$ cat config.mk
export PLATFORM = sky130hd
export DESIGN_NAME = usbif_irq_flags
export DESIGN_NICKNAME = d
export VERILOG_FILES = /design/src/verilog/usbif_pkg.sv /design/src/verilog/usbif_flagreg.sv /design/src/verilog/usbif_sof_synth.sv /design/src/verilog/usbif_irq_flags.sv
export VERILOG_INCLUDE_DIRS = /design/src /design/src/verilog
export SDC_FILE = /design/constraint.sdc
export NUM_CORES = 1
export LEC_CHECK = 0
export ABC_AREA = 1
export BUFFER_PORTS_ARGS = -buffer_cell sky130_fd_sc_hd__buf_2
export CORE_AREA = 8 8 124 126
export CTS_BUF_LIST = sky130_fd_sc_hd__clkbuf_8
export DETAILED_ROUTE_END_ITERATION = 8
export DIE_AREA = 0 0 132 134
export GPL_TIMING_DRIVEN = 0
export PLACE_DENSITY_LB_ADDON = 0.15
export SLEW_MARGIN = 10
export SYNTH_ARGS = -nofsm -noshare
export SYNTH_HDL_FRONTEND = slang
export SYNTH_SLANG_ARGS = --single-unit
$ cat constraint.sdc
create_clock -name pclk -period 1.35 [get_ports pclk]
set_input_delay 0 -clock pclk [delete_from_list [all_inputs] [get_ports pclk]]
set_output_delay 0 -clock pclk [all_outputs]
set_load 0.05 [all_outputs]
$ cat src/verilog/usbif_regs.svh
// register map, field positions, reset values and timing counts of the usb irq flag block
// assumes a 32-bit apb slave with word-aligned registers; index = byte address / 4
`ifndef USBIF_REGS_SVH
`define USBIF_REGS_SVH

// ----------------------------------------------------------------
// register indices (byte address is four times the index)
// ----------------------------------------------------------------
`define USBIF_IDX_POWER      10'h001
`define USBIF_IDX_IN_FLAGS   10'h002
`define USBIF_IDX_OUT_FLAGS  10'h004
`define USBIF_IDX_CMN_FLAGS  10'h006
`define USBIF_IDX_IN_EN      10'h007
`define USBIF_IDX_OUT_EN     10'h009
`define USBIF_IDX_CMN_EN     10'h00b
`define USBIF_IDX_IRQ_STAT   10'h00c
`define USBIF_IDX_IRQ_MASK   10'h00d
`define USBIF_IDX_CPU_EN     10'h00e

// ----------------------------------------------------------------
// field positions
// ----------------------------------------------------------------
`define USBIF_CMN_SOF        3
`define USBIF_CMN_RST        2
`define USBIF_CMN_RSU        1
`define USBIF_CMN_SUS        0
`define USBIF_PWR_SDE        0
`define USBIF_PWR_SUSP       1
`define USBIF_CPU_USB        0

// ----------------------------------------------------------------
// reset values and implemented-bit masks
// ----------------------------------------------------------------
`define USBIF_RST_FLAGS      8'h00
`define USBIF_RST_IN_EN      8'h0f
`define USBIF_RST_OUT_EN     8'h0e
`define USBIF_RST_CMN_EN     8'h06
`define USBIF_RST_IRQ_MASK   3'h7
`define USBIF_MASK_IN        8'h0f
`define USBIF_MASK_OUT       8'h0e
`define USBIF_MASK_CMN       8'h0f

// ----------------------------------------------------------------
// timing: one full speed frame at a 50 ns clock
// ----------------------------------------------------------------
`define USBIF_FRAME_NS       1000000
`define USBIF_CLK_NS         50
`define USBIF_FRAME_CYC      (`USBIF_FRAME_NS / `USBIF_CLK_NS)

`endif

$ cat src/verilog/usbif_pkg.sv
// types shared by the usb irq flag block
// assumes the constants header is included by every user
package usbif_pkg;

  // event pulses from the usb function core, one cycle each
  typedef struct packed {
    logic       control_ep;  // endpoint 0 transaction done
    logic [2:0] in_ep;       // in endpoints 3..1
    logic [2:0] out_ep;      // out endpoints 3..1
    logic       sof_token;   // good sof token seen
    logic       bus_reset;   // reset signalling detected
    logic       resume;      // resume signalling detected
    logic       suspend;     // suspend signalling detected
  } usbif_evt_t;

  // view of the three flag registers
  typedef struct packed {
    logic [7:0] cmn;
    logic [7:0] outp;
    logic [7:0] inp;
  } usbif_flags_t;

endpackage

$ cat src/verilog/usbif_flagreg.sv
// one 8-bit read-to-clear interrupt flag register
// assumes set pulses are synchronous to pclk and clear comes from a completed read
`include "usbif_regs.svh"
module usbif_flagreg import usbif_pkg::*; #(
  parameter logic [7:0] IMPL = 8'hff  // implemented bits, others stay zero
) (
  input  wire logic       pclk,
  input  wire logic       presetn,
  input  wire logic [7:0] set,       // new events this cycle
  input  wire logic       clr,       // read completed this cycle
  input  wire logic [7:0] clr_bits,  // bits that the read returned
  output logic      [7:0] flags
);

  // ----------------------------------------------------------------
  // next value
  // ----------------------------------------------------------------
  logic [7:0] flags_q;  // held flags
  logic [7:0] flags_d;  // next flags

  // only bits handed to software are cleared, so an event that lands
  // between the data capture and the clear edge survives; set wins
  always_comb begin
    flags_d = flags_q;
    if (clr) begin
      flags_d = flags_q & ~clr_bits;
    end
    flags_d = (flags_d | set) & IMPL;
  end

  // ----------------------------------------------------------------
  // register
  // ----------------------------------------------------------------
  always_ff @(posedge pclk or negedge presetn) begin
    if (!presetn) begin
      flags_q <= `USBIF_RST_FLAGS;
    end else begin
      flags_q <= flags_d;
    end
  end

  assign flags = flags_q;

endmodule

$ cat src/verilog/usbif_sof_synth.sv
// start-of-frame event source: passes real tokens unless halted and fills in missed ones
// assumes one frame per FRAME_CYCLES clocks; synthesis starts after the first token
`include "usbif_regs.svh"
module usbif_sof_synth import usbif_pkg::*; #(
  parameter int FRAME_CYCLES = `USBIF_FRAME_CYC
) (
  input  wire logic pclk,
  input  wire logic presetn,
  input  wire logic sof_token,  // good token pulse
  input  wire logic halt,       // bus reset or suspend: stop expecting frames
  output logic      sof_evt     // token or synthesized frame pulse
);

  // ----------------------------------------------------------------
  // frame timer
  // ----------------------------------------------------------------
  logic [15:0] cnt_q;    // cycles since last frame start
  logic [15:0] cnt_d;
  logic        armed_q;  // a token was seen, frame timing known
  logic        armed_d;
  logic        synth;    // expected frame time reached without token

  // the timer restarts on every real token, so an early token simply
  // realigns the frame rather than giving two pulses in a row
  always_comb begin
    cnt_d   = cnt_q;
    armed_d = armed_q;
    synth   = 1'b0;
    if (halt) begin
      armed_d = 1'b0;
      cnt_d   = 16'h0000;
    end else if (sof_token) begin
      armed_d = 1'b1;
      cnt_d   = 16'h0000;
    end else if (armed_q) begin
      if (cnt_q == 16'(FRAME_CYCLES - 1)) begin
        synth = 1'b1;
        cnt_d = 16'h0000;
      end else begin
        cnt_d = cnt_q + 16'h0001;
      end
    end
  end

  always_ff @(posedge pclk or negedge presetn) begin
    if (!presetn) begin
      cnt_q   <= 16'h0000;
      armed_q <= 1'b0;
    end else begin
      cnt_q   <= cnt_d;
      armed_q <= armed_d;
    end
  end

  assign sof_evt = (sof_token & ~halt) | synth;

endmodule

$ cat src/verilog/usbif_irq_flags.sv
// top of the usb function interrupt flag block with its apb register file
// assumes event pulses from the usb core are one pclk cycle wide and synchronous
//
// How it works
// - any set flag raises combined request
// - global cpu enable gates request to processor
// - flag registers ignore software writes
// - reading a flag register clears it
// - in flags: control ep bit0, in eps bits1-3
// - out flags: out eps bits1-3, bit0 unused
// - upper four bits read zero
// - sof token sets common bit 3 except in a bus reset cycle or while suspended
// - missed sof synthesized at frame time
// - bus reset sets common bit 2
// - resume sets bit 1 only while suspended
// - suspend sets bit 0 when detection enabled
// - detection disabled: ignore suspend entirely
// - common read after resume ends suspend state
// - every source has its own enable
//
// Chosen here: register access over APB.
`include "usbif_regs.svh"
module usbif_irq_flags import usbif_pkg::*; #(
  parameter int FRAME_CYCLES = `USBIF_FRAME_CYC  // clocks per frame
) (
  input  wire logic        pclk,
  input  wire logic        presetn,
  input  wire logic        psel,
  input  wire logic        penable,
  input  wire logic        pwrite,
  input  wire logic [11:0] paddr,
  input  wire logic [31:0] pwdata,
  input  wire logic [3:0]  pstrb,
  output logic      [31:0] prdata,
  output logic             pready,
  output logic             pslverr,
  input  usbif_evt_t       evt,
  output logic             suspend_state,
  output logic             usb_irq_req,
  output logic             cpu_irq
);

  // ----------------------------------------------------------------
  // apb decode
  // ----------------------------------------------------------------
  logic [9:0] idx;     // word index of the access
  logic       setup;   // setup phase of any transfer
  logic       access;  // completing access phase
  logic       wr;      // completing write
  logic       rd;      // completing read
  logic       hit;     // index is mapped

  assign idx    = paddr[11:2];
  assign setup  = psel & ~penable;
  assign access = psel & penable;  // zero wait states
  assign wr     = access & pwrite;
  assign rd     = access & ~pwrite;

  // mapped indices, one compare each
  always_comb begin
    case (idx)
      `USBIF_IDX_POWER,
      `USBIF_IDX_IN_FLAGS,
      `USBIF_IDX_OUT_FLAGS,
      `USBIF_IDX_CMN_FLAGS,
      `USBIF_IDX_IN_EN,
      `USBIF_IDX_OUT_EN,
      `USBIF_IDX_CMN_EN,
      `USBIF_IDX_IRQ_STAT,
      `USBIF_IDX_IRQ_MASK,
      `USBIF_IDX_CPU_EN: hit = 1'b1;
      default:           hit = 1'b0;  // unmapped answers with an error
    endcase
  end

  assign pready  = 1'b1;
  assign pslverr = access & ~hit;

  // ----------------------------------------------------------------
  // software registers
  // ----------------------------------------------------------------
  logic [7:0] in_en_q;     // in endpoint enables
  logic [7:0] in_en_d;
  logic [7:0] out_en_q;    // out endpoint enables
  logic [7:0] out_en_d;
  logic [7:0] cmn_en_q;    // common event enables
  logic [7:0] cmn_en_d;
  logic       sde_q;       // suspend detection enable
  logic       sde_d;
  logic [2:0] mask_q;      // irq status mask, one bit per flag register
  logic [2:0] mask_d;
  logic       cpu_en_q;    // global usb enable toward the processor
  logic       cpu_en_d;
  logic       wr_lane0;    // low byte written

  // only byte lane 0 carries fields; other lanes write nothing
  assign wr_lane0 = wr & pstrb[0];

  // writes to the flag registers are deliberately absent here: those
  // words are read-only; the status word is write-one-to-clear below
  always_comb begin
    in_en_d  = in_en_q;
    out_en_d = out_en_q;
    cmn_en_d = cmn_en_q;
    sde_d    = sde_q;
    mask_d   = mask_q;
    cpu_en_d = cpu_en_q;
    if (wr_lane0) begin
      case (idx)
        `USBIF_IDX_POWER:    sde_d    = pwdata[`USBIF_PWR_SDE];
        `USBIF_IDX_IN_EN:    in_en_d  = pwdata[7:0] & `USBIF_MASK_IN;
        `USBIF_IDX_OUT_EN:   out_en_d = pwdata[7:0] & `USBIF_MASK_OUT;
        `USBIF_IDX_CMN_EN:   cmn_en_d = pwdata[7:0] & `USBIF_MASK_CMN;
        `USBIF_IDX_IRQ_MASK: mask_d   = pwdata[2:0];
        `USBIF_IDX_CPU_EN:   cpu_en_d = pwdata[`USBIF_CPU_USB];
        default:             cpu_en_d = cpu_en_q;  // flag words ignore writes
      endcase
    end
  end

  always_ff @(posedge pclk or negedge presetn) begin
    if (!presetn) begin
      in_en_q  <= `USBIF_RST_IN_EN;
      out_en_q <= `USBIF_RST_OUT_EN;
      cmn_en_q <= `USBIF_RST_CMN_EN;
      sde_q    <= 1'b0;
      mask_q   <= `USBIF_RST_IRQ_MASK;
      cpu_en_q <= 1'b0;
    end else begin
      in_en_q  <= in_en_d;
      out_en_q <= out_en_d;
      cmn_en_q <= cmn_en_d;
      sde_q    <= sde_d;
      mask_q   <= mask_d;
      cpu_en_q <= cpu_en_d;
    end
  end

  // ----------------------------------------------------------------
  // suspend state and resume tracking
  // ----------------------------------------------------------------
  logic susp_q;       // function is in suspend mode
  logic susp_d;
  logic rsu_seen_q;   // resume detected while suspended, not yet read
  logic rsu_seen_d;
  logic susp_evt;     // accepted suspend detection
  logic rsu_evt;      // accepted resume detection
  logic cmn_rd;       // completed read of the common flags

  assign susp_evt = evt.suspend & sde_q;
  assign rsu_evt  = evt.resume & susp_q;
  assign cmn_rd   = rd & (idx == `USBIF_IDX_CMN_FLAGS);

  // suspend stays in force after resume until software reads the
  // common flags; bus reset ends it at once
  always_comb begin
    susp_d     = susp_q;
    rsu_seen_d = rsu_seen_q;
    if (cmn_rd && rsu_seen_q) begin
      susp_d     = 1'b0;
      rsu_seen_d = 1'b0;
    end
    if (rsu_evt) begin
      rsu_seen_d = 1'b1;  // a new resume wins over the clearing read
    end
    if (susp_evt) begin
      susp_d     = 1'b1;
      rsu_seen_d = 1'b0;  // stale resume must not end a new suspend
    end
    if (evt.bus_reset) begin
      susp_d     = 1'b0;
      rsu_seen_d = 1'b0;
    end
  end

  always_ff @(posedge pclk or negedge presetn) begin
    if (!presetn) begin
      susp_q     <= 1'b0;
      rsu_seen_q <= 1'b0;
    end else begin
      susp_q     <= susp_d;
      rsu_seen_q <= rsu_seen_d;
    end
  end

  assign suspend_state = susp_q;

  // ----------------------------------------------------------------
  // event sources into the flag registers
  // ----------------------------------------------------------------
  logic         sof_evt;  // real or synthesized frame start
  logic [7:0]   in_set;   // in flag set pulses
  logic [7:0]   out_set;  // out flag set pulses
  logic [7:0]   cmn_set;  // common flag set pulses
  usbif_flags_t flg;      // current flags
  logic [7:0]   rsnap_q;  // word captured in setup and held; its bits are cleared from the flags at access
  logic [7:0]   rsnap_d;
  logic [2:0]   rclr;     // clearing read per flag register

  usbif_sof_synth #(
    .FRAME_CYCLES (FRAME_CYCLES)
  ) u_sof (
    .pclk      (pclk),
    .presetn   (presetn),
    .sof_token (evt.sof_token),
    .halt      (evt.bus_reset | susp_q),
    .sof_evt   (sof_evt)
  );

  assign in_set  = {4'h0, evt.in_ep, evt.control_ep} & in_en_q;
  assign out_set = {4'h0, evt.out_ep, 1'b0} & out_en_q;

  // common flags gated by their enables and the suspend rules
  always_comb begin
    cmn_set                  = 8'h00;
    cmn_set[`USBIF_CMN_SOF]  = sof_evt;
    cmn_set[`USBIF_CMN_RST]  = evt.bus_reset;
    cmn_set[`USBIF_CMN_RSU]  = rsu_evt;
    cmn_set[`USBIF_CMN_SUS]  = susp_evt;
    cmn_set                  = cmn_set & cmn_en_q;
  end

  assign rclr[0] = rd & (idx == `USBIF_IDX_IN_FLAGS);
  assign rclr[1] = rd & (idx == `USBIF_IDX_OUT_FLAGS);
  assign rclr[2] = cmn_rd;

  usbif_flagreg #(
    .IMPL (`USBIF_MASK_IN)
  ) u_in_flags (
    .pclk     (pclk),
    .presetn  (presetn),
    .set      (in_set),
    .clr      (rclr[0]),
    .clr_bits (rsnap_q),
    .flags    (flg.inp)
  );

  usbif_flagreg #(
    .IMPL (`USBIF_MASK_OUT)
  ) u_out_flags (
    .pclk     (pclk),
    .presetn  (presetn),
    .set      (out_set),
    .clr      (rclr[1]),
    .clr_bits (rsnap_q),
    .flags    (flg.outp)
  );

  usbif_flagreg #(
    .IMPL (`USBIF_MASK_CMN)
  ) u_cmn_flags (
    .pclk     (pclk),
    .presetn  (presetn),
    .set      (cmn_set),
    .clr      (rclr[2]),
    .clr_bits (rsnap_q),
    .flags    (flg.cmn)
  );

  // ----------------------------------------------------------------
  // interrupt status, mask and outputs
  // ----------------------------------------------------------------
  logic [2:0] stat_q;   // sticky: a flag register held a one
  logic [2:0] stat_d;
  logic [2:0] grp_any;  // flag register non-zero

  assign grp_any = {|flg.cmn, |flg.outp, |flg.inp};

  // write one to clear; a group still pending sets again the same edge
  always_comb begin
    stat_d = stat_q;
    if (wr_lane0 && (idx == `USBIF_IDX_IRQ_STAT)) begin
      stat_d = stat_q & ~pwdata[2:0];
    end
    stat_d = stat_d | grp_any;
  end

  always_ff @(posedge pclk or negedge presetn) begin
    if (!presetn) begin
      stat_q <= 3'h0;
    end else begin
      stat_q <= stat_d;
    end
  end

  assign usb_irq_req = |grp_any;
  assign cpu_irq     = cpu_en_q & |(stat_q & mask_q);

  // ----------------------------------------------------------------
  // read data, captured in the setup phase
  // ----------------------------------------------------------------
  // capturing in setup keeps prdata a flop; the snapshot also tells the
  // flag registers exactly which bits software has seen
  always_comb begin
    rsnap_d = rsnap_q;
    if (setup && !pwrite) begin
      case (idx)
        `USBIF_IDX_POWER:     rsnap_d = {6'h00, susp_q, sde_q};
        `USBIF_IDX_IN_FLAGS:  rsnap_d = flg.inp;
        `USBIF_IDX_OUT_FLAGS: rsnap_d = flg.outp;
        `USBIF_IDX_CMN_FLAGS: rsnap_d = flg.cmn;
        `USBIF_IDX_IN_EN:     rsnap_d = in_en_q;
        `USBIF_IDX_OUT_EN:    rsnap_d = out_en_q;
        `USBIF_IDX_CMN_EN:    rsnap_d = cmn_en_q;
        `USBIF_IDX_IRQ_STAT:  rsnap_d = {5'h00, stat_q};
        `USBIF_IDX_IRQ_MASK:  rsnap_d = {5'h00, mask_q};
        `USBIF_IDX_CPU_EN:    rsnap_d = {7'h00, cpu_en_q};
        default:              rsnap_d = 8'h00;  // unmapped reads zero
      endcase
    end
  end

  always_ff @(posedge pclk or negedge presetn) begin
    if (!presetn) begin
      rsnap_q <= 8'h00;
    end else begin
      rsnap_q <= rsnap_d;
    end
  end

  assign prdata = {24'h000000, rsnap_q};

endmodule

==> results of run 1 <==
[area by class of cell]
| cell class | instances | area, um2 | area share, % |
|---|---|---|---|
| tap | 180 | 225 | 5.26 |
| timing repair buffer | 67 | 462 | 10.8 |
| multi-input combinational | 326 | 1730 | 40.4 |
| inverter | 43 | 166 | 3.89 |
| clock buffer | 7 | 96.3 | 2.25 |
| clock inverter | 1 | 5.00 | 0.117 |
| buffer | 34 | 254 | 5.93 |
| sequential | 53 | 1350 | 31.4 |
[cell families after synthesis]
logic type / Yosys count / synth area share, %
AND/OR/NAND/NOR: 226 / 32.7
adder cells (fa/ha/maj): 6 / 2.29
other: 2 / 0.229
XOR/XNOR: 4 / 1.07
flip-flops: 53 / 40.9
AO/OA/AOI/OAI: 61 / 10.2
buffers and inverters: 77 / 12.7
[synthesized netlist by cell type, types with 3 or more instances]
cell,count,area [um2]
nor3_1,4,20.0
dfrtp_1,41,1030
buf_4,29,218
nand2_1,113,424
inv_1,40,150
nand3_1,49,245
o21ai_1,9,45.0
ha_1,6,75.1
xor2_1,3,26.3
o21ai_0,35,175
dfstp_2,12,315
nand4_1,6,37.5
a21oi_1,6,30.0
nor2_2,11,68.8
nor2_1,25,93.8
[sequential cells by signal, indices dropped and copies added (netlist names)]
| name | flops |
|---|---|
| u_sof.cnt_q | 16 |
| cmn_en_q | 4 |
| in_en_q | 4 |
| rsnap_q | 4 |
| u_cmn_flags.flags | 4 |
| u_in_flags.flags | 4 |
| mask_q | 3 |
| out_en_q | 3 |
| stat_q | 3 |
| u_out_flags.flags | 3 |
| cpu_en_q | 1 |
| rsu_seen_q | 1 |
| sde_q | 1 |
| suspend_state | 1 |
| u_sof.armed_q | 1 |
[where the power goes]
group	internal, uW	leakage (uW)	switching [uW]	total [uW]
combinational	193	0.00132	407	599
sequential	1600	0.000674	16.7	1620
clock	466	0.0000542	586	1050
total	2260	0.00205	1010	3270
[path summary, 6_finish.rpt]
check / from / endpoint / slack (ns) / cells after the start
setup / recovery: suspend_state / u_sof.cnt_q[7] / -0.09 / 6
hold / removal: pwdata[2] / out_en_q[2] / 0.03 / 3
setup reg to reg: suspend_state / u_sof.cnt_q[7] / -0.09 / 6
hold reg to reg: out_en_q[2] / out_en_q[2] / 0.49 / 2
max in group asynchronous: presetn / suspend_state / 0.58 / 2
min in group asynchronous: presetn / u_sof.cnt_q[11] / 0.27 / 2
[worst min-delay path, delay by kind of cell]
kind	cells	cell delay, ns
AO/OA/AOI/OAI	1	0.09
buffers and inverters	2	0.24
[per-layer routing]
| metal | wire length [um] | global-route usage, % | vias to the layer above |
|---|---|---|---|
| li1 | - | - | 1548 |
| met1 | 3980 | 12.1 | 1395 |
| met2 | 4760 | 19.3 | 73 |
| met3 | 438 | 2.84 | 13 |
| met4 | 93 | 2.30 | 0 |
| met5 | 0 | 0 | - |
[what timing repair did]
item | 4_1_cts | 5_1_grt
setup endpoints to repair | 18 | 19
pin swaps | 8 | 7
cloned | 1 | 0
setup buffers | 12 | 4
endpoints found under the hold margin | 55 | 0
resized for setup | 26 | 9
hold buffers | 13 | 0
[metrics by stage]
step                worst slack (ns)  hold slack (ns)
floorplan                    -0.0830           -0.296
global placement              -0.218            0.211
detailed placement            -0.210            0.103
CTS                           -0.118           0.0212
global route                  -0.209           0.0438
finish                       -0.0928           0.0264
==> metrics.txt, run 1 <==
Starting Density=24.3%; number of fillers in the final layout=1,466; Final ANT Viol Nets=0; Cell Area, Synth=0.00328 mm2; Area after DPL=0.00380 mm2; Slew Limit Fails=0; input/output buffers=37; CTS tree=done; initial antenna violation count=0; critical-path cell list=or2_1 > nor2_2 > inv_2 > nor2_8 > clkinvlp_4 > o22ai_2; flop and latch count out of synthesis=53; vias in the first global route=3,078; arrival time at the worst endpoint=1.68 ns; GPL Wtd Cong=0.837; P&R area growth vs syn=30.5%; final period utilization=107%; commonest non-fill, non-tap cell in the layout=nand2_1; Detailed Route Iter0 Violations=116; die area=0.0177 mm2; failing checks=negative setup slack; Worst-Skew Late Latency=0.32 ns; layout cell share with drive strength beyond 1=28.6%; Worst Tran Pin Value=0.714 ns; Worst Path Max Fanout=7; CP peak stage delay=0.42 ns; largest net degree at the start of global routing=54; DR pass1 iterations=4; status=complete, but fails checks; count of flip-flops with a built-in enable after synthesis=0; final setup margin=-0.0928 ns; Finished Core Util=31.7%; Final Skew=0.0110 ns; Final Total Pwr=3270 uW; delay-heaviest family, CP=simple AND/OR/NAND/NOR gates; Setup violations, final=16; Startpoint Class=flop; H-tree depth=2; post-synthesis cell type count=41; routed len/inst=13.0 um; Num Clock Sinks=53; register area share after synthesis=40.9%; critical path class=flop to flop; final hold violations=0; # diodes=0; deepest clock path buffer count=2; placed insts=673; DRC violations left=0; GRT Total Usage=10.6%; setup TNS=-0.991 ns; commonest cells after routing, fill and taps aside=nand2_1, nand3_1, buf_4; relative slew slack=52.4%; max cap viols=0; clock-pin transition on the worst setup and hold timing paths=0.11 ns; die height=134 um; Critical Path RT=1.59 ns; minimum clock period=1.44 ns; yosys warns=0; P per Cell Area=764 mW/mm2; core area=0.0135 mm2; Synth async-reset ratio=100%; Hold Path Class=input port to flop; design area=0.00428 mm2; final WL=9.27 mm; Syn Area/Cell=7.65 um2; Most used DFF post-synth=dfrtp_1; I/O pins=101; Cell Rows=43; Max rail drop VDD=0.000310 V; Die X=132 um; Congestion Overflow GR=0; Crit. End Element=flop; Non-Filler Instances=711; RSZ-0062 raised after global routing=true; drt via density=4.26; TritonCTS buffer count=5; fmax=0.693 GHz; CP Buf/Inv Count=2; Root Driver=clkbuf_8; post-synthesis cell count=429; Final nets=600; P_leak=0.00205 uW; vias=3,029; post-DP HPWL=7.13 mm; first-pass GRT wire length=15.2 mm; slowest CP cell=dfrtp_2
(Power assumes the default switching activity.)
==> inputs of run 2 (changes only) <==
==> constraint.sdc (replaced) <==
create_clock -name pclk -period 1.35 [get_ports pclk]
set_input_delay 0.0675 -clock pclk [delete_from_list [all_inputs] [get_ports pclk]]
set_output_delay 0.0675 -clock pclk [all_outputs]
set_load 0.05 [all_outputs]
==> metrics.txt, run 2 (synthesized netlist as in run 1, its figures left out) <==
fmax=0.673 GHz (-3.0%); die height=134 um (unchanged); met3 GRT Util=2.84% (unchanged); Final ANT Viol Nets=0 (unchanged); design area=0.00442 mm2 (+3.2%); Starting Density=24.3% (unchanged); P per Cell Area=709 mW/mm2 (-7.2%); critical path class=flop to output port; Worst setup startpoint=u_cmn_flags.flags[2]; layout cell share with drive strength beyond 1=34.0% (+5.4 points); final setup margin=-0.137 ns (-0.0440 ns); vias=3,010 (-0.63%); final hold violations=0 (unchanged); Final nets=601 (+0.17%); H-tree depth=2 (unchanged); Slew Limit Fails=0 (unchanged); GR peak layer=met2; Area after DPL=0.00381 mm2 (+0.20%); initial antenna violation count=0 (unchanged); Max rail drop VDD=0.000360 V (+16%); Final Skew=0.00902 ns (-0.00197 ns); setup TNS=-1.06 ns (-0.0698 ns); deepest clock path buffer count=2 (unchanged); Die X=132 um (unchanged); failing checks=negative setup slack; grt met2 use=18.2% (-1.0 points); commonest non-fill, non-tap cell in the layout=nand2_1; clock-pin transition on the worst setup and hold timing paths=0.10 ns (about the same); Critical Path RT=1.28 ns (-0.31 ns); Root Driver=clkbuf_8; P&R area growth vs syn=34.7%; drt via density=4.23 (-0.77%); TritonCTS buffer count=5 (unchanged); commonest cells after routing, fill and taps aside=nand2_1, buf_4, nand3_1; minimum clock period=1.49 ns (+0.0440 ns); # diodes=0 (unchanged); Worst-Skew Late Latency=0.32 ns (about the same); max cap viols=0 (unchanged); GRT Total Usage=10.6% (+0.050 points); final WL=9.43 mm (+1.7%); post-DP HPWL=7.12 mm (-0.17%); CTS tree=done; placed insts=673 (unchanged); Startpoint Class=flop; Finished Core Util=32.7% (+1.0 points); arrival time at the worst endpoint=1.42 ns (-0.26 ns); vias in the first global route=3,090 (+0.39%); Worst Tran Pin Value=0.688 ns (-0.0259 ns); Worst Path Max Fanout=2 (-5); routed len/inst=13.2 um (+1.6%); first-pass GRT wire length=15.4 mm (+1.0%); Detailed Route Iter0 Violations=79 (-32%); final period utilization=110% (+3.3 points); number of fillers in the final layout=1,479 (+0.89%); RSZ-0062 raised after global routing=true; Congestion Overflow GR=0 (unchanged); Non-Filler Instances=712 (+0.14%); Top reg by flops=u_sof.cnt_q; GPL Wtd Cong=0.867 (+3.6%); RR Startpoint=suspend_state; hold_sp=evt[2]; Crit. End Element=output port; DR pass1 iterations=4 (unchanged); Cell Rows=43 (unchanged); max reg flops=16 (unchanged); met1 Use GR=12.7% (+0.59 points); Num Clock Sinks=53 (unchanged); relative slew slack=54.1% (+1.7 points); Hold Path Class=input port to flop; DRC violations left=0 (unchanged); status=complete, but fails checks; largest net degree at the start of global routing=54 (unchanged); input/output buffers=37 (unchanged); P_leak=0.00213 uW (+4.0%); Setup violations, final=13 (-3); core area=0.0135 mm2 (unchanged); die area=0.0177 mm2 (unchanged); I/O pins=101 (unchanged); Worst Hold Slack=0.0138 ns (-0.0127 ns)
-- run 2: changes by cell type in the layout (fill, tap and decap cells not counted), sizes merged --
cell	previous run	this run
inv	41	44
clkbuf	7	5
clkinv	2	1
dlygate4sd3	13	9
buf	88	93
-- run 2: worst max-delay path: stages, from the launching register on --
cell and delay, ns:
dfrtp_1 0.42, nor4_4 0.38, nand3_2 0.13, buf_6 0.17
-- run 2: per-stage QoR --
stage | total power, uW | worst slack, ns
after global routing | 3290 | -0.228
after floorplan | 2030 | -0.0830
final | 3130 | -0.137
after CTS | 3170 | -0.158
after detailed placement | 2170 | -0.227
after global placement | 2170 | -0.217
-- run 2: final timing paths --
kind | cells after the start | slack [ns] | endpoint
setup / recovery | 3 | -0.14 | usb_irq_req
hold / removal | 3 | 0.01 | u_cmn_flags.flags[2]
setup reg to reg | 6 | -0.11 | u_sof.cnt_q[5]
hold reg to reg | 2 | 0.49 | out_en_q[1]
max in group asynchronous | 2 | 0.52 | u_in_flags.flags[2]
min in group asynchronous | 2 | 0.33 | u_sof.cnt_q[7]
-- run 2: area by class of cell --
type / count / area [um2] / share of cell area [%]
Multi-Input combinational cell: 326 / 1860 / 42.0
Sequential cell: 53 / 1350 / 30.5
Timing Repair Buffer: 68 / 482 / 10.9
Buffer: 34 / 254 / 5.75
Tap cell: 180 / 225 / 5.10
Inverter: 43 / 173 / 3.91
Clock buffer: 5 / 68.8 / 1.56
Clock inverter: 3 / 12.5 / 0.283
-- run 2: metal layers --
metal  vias up  wire length (um)
met4         0               132
met5         -                 0
met1      1394              4080
met2        57              4790
li1       1547                 -
met3        12               431
-- run 2: power by group --
part	internal [uW]	switching, uW	leakage [uW]
clock network	352	557	0.0000505
logic	194	412	0.00142
registers	1600	17.3	0.000669
-- run 2: timing repair --
action / CTS / global route
hold buffers: 9 / 0
setup buffers: 12 / 10
gates cloned: 1 / 0
setup endpoints to repair: 18 / 22
pin swaps: 14 / 19
hold endpoints to repair: 50 / 0
resized for setup: 39 / 38
==> inputs of run 3 (changes only) <==
--- a/config.mk
+++ b/config.mk
@@ -18,3 +18,4 @@
 export SYNTH_ARGS = -nofsm -noshare
 export SYNTH_HDL_FRONTEND = slang
 export SYNTH_SLANG_ARGS = --single-unit
+export TNS_END_PERCENT = 20
==> metrics.txt, run 3 (synthesized netlist as in run 1, its figures left out) <==
status=complete, but fails checks; failing checks=negative setup slack; Setup violations, final=17 (+4); Reg2Reg Setup Slack=-0.12 ns (about the same); P&R area growth vs syn=29.7%; H-tree depth=2 (unchanged); first-pass GRT wire length=15.5 mm (+0.62%); Slew Limit Fails=0 (unchanged); drt via density=4.23 (+0.17%); max cap viols=0 (unchanged); Die X=132 um (unchanged); die area=0.0177 mm2 (unchanged); fmax=0.671 GHz (-0.27%); Num Clock Sinks=53 (unchanged); I/O pins=101 (unchanged); placed insts=673 (unchanged); initial antenna violation count=0 (unchanged); post-DP HPWL=7.19 mm (+0.96%); Top reg by flops=u_sof.cnt_q; vias=2,994 (-0.53%); final WL=9.45 mm (+0.23%); RSZ-0062 raised after global routing=true; # diodes=0 (unchanged); largest net degree at the start of global routing=54 (unchanged); Root Driver=clkbuf_8; layout cell share with drive strength beyond 1=28.7% (-5.4 points); Final Skew=0.0156 ns (+0.00659 ns); input/output buffers=37 (unchanged); final period utilization=110% (+0.30 points); Critical Path RT=1.28 ns (about the same); Cell Rows=43 (unchanged); deepest clock path buffer count=2 (unchanged); P_leak=0.00206 uW (-3.3%); max reg flops=16 (unchanged); Non-Filler Instances=707 (-0.70%); Starting Density=24.3% (unchanged); GRT Total Usage=10.7% (+0.12 points); P per Cell Area=737 mW/mm2 (+3.9%); relative slew slack=51.0% (-3.1 points); core area=0.0135 mm2 (unchanged); Crit. End Element=output port; routed len/inst=13.4 um (+0.94%); final hold violations=0 (unchanged); clock-pin transition on the worst setup and hold timing paths=0.10 ns (about the same); commonest non-fill, non-tap cell in the layout=nand2_1; GPL Wtd Cong=0.845 (-2.5%); Worst-Skew Late Latency=0.32 ns (about the same); Startpoint Class=flop; Final ANT Viol Nets=0 (unchanged); Congestion Overflow GR=0 (unchanged); minimum clock period=1.49 ns (+0.00408 ns); die height=134 um (unchanged); final setup margin=-0.141 ns (-0.00408 ns); Detailed Route Iter0 Violations=147 (+86%); setup TNS=-1.08 ns (-0.0187 ns); commonest cells after routing, fill and taps aside=nand2_1, nand3_1, buf_4; Worst Tran Pin Value=0.734 ns (+0.0464 ns); vias in the first global route=3,082 (-0.26%); DR pass1 iterations=4 (unchanged); Max rail drop VDD=0.000346 V (-3.9%); arrival time at the worst endpoint=1.42 ns (about the same); CTS tree=done; Worst Path Max Fanout=2 (unchanged); TritonCTS buffer count=5 (unchanged); DRC violations left=0 (unchanged); critical path class=flop to output port; Final nets=596 (-0.83%); Hold Path Class=input port to flop
## run 3: timing repair
item / in CTS / in global routing
pin swaps: 11 / 1
endpoints found under the setup margin: 18 / 24
resized for setup: 23 / 14
setup buffers: 15 / 0
gates cloned: 1 / 0
hold endpoints to repair: 50 / 0
hold buffers: 10 / 0
## run 3: through the flow
step | setup slack [ns] | total power (uW) | cell area, um2 | utilization, % | hold WS, ns
floorplan | -0.0830 | 2030 | 3390 | - | -0.228
global placement | -0.250 | 2170 | 3800 | 28.2 | 0.278
detailed placement | -0.259 | 2180 | 3800 | 28.2 | 0.178
CTS | -0.139 | 3180 | 4200 | 31.1 | 0.0147
global route | -0.220 | 3280 | 4260 | 31.5 | 0.0415
finish | -0.141 | 3140 | 4260 | 31.5 | 0.0324
## run 3: power breakdown
part           internal, uW  total [uW]  switching, uW
logic                   186         595            409
clock network           355         923            568
registers              1600        1620           17.2
total                  2140        3140            994
## run 3: routing by layer
metal | GRT usage (%) | up-vias | share of wire [%]
met5 | 0 | - | 0
li1 | - | 1533 | -
met2 | 19.3 | 61 | 51
met3 | 2.58 | 12 | 4.4
met4 | 2.81 | 0 | 1.3
met1 | 12.5 | 1388 | 44
## run 3: path summary, 6_finish.rpt
kind	depth (start not counted)	startpoint	endpoint
hold reg to reg	2	mask_q[0]	mask_q[0]
setup / recovery	3	u_in_flags.flags[3]	usb_irq_req
hold / removal	3	evt[0]	suspend_state
setup reg to reg	9	u_sof.cnt_q[1]	u_sof.cnt_q[12]
min in group asynchronous	2	presetn	u_sof.cnt_q[7]
max in group asynchronous	2	presetn	suspend_state
## run 3: worst max-delay path: stages, from the launching register on
cell and delay (ns):
dfrtp_1 0.43, nor4_4 0.35, nand3_1 0.14, buf_6 0.18
## run 3: cell type report
class	instances	area [um2]
buffer	34	254
clock buffer	5	68.8
clock inverter	3	13.8
fill	1502	9250
inverter	43	166
multi-input combinational	326	1760
sequential	53	1340
tap	180	225
timing repair buffer	63	420
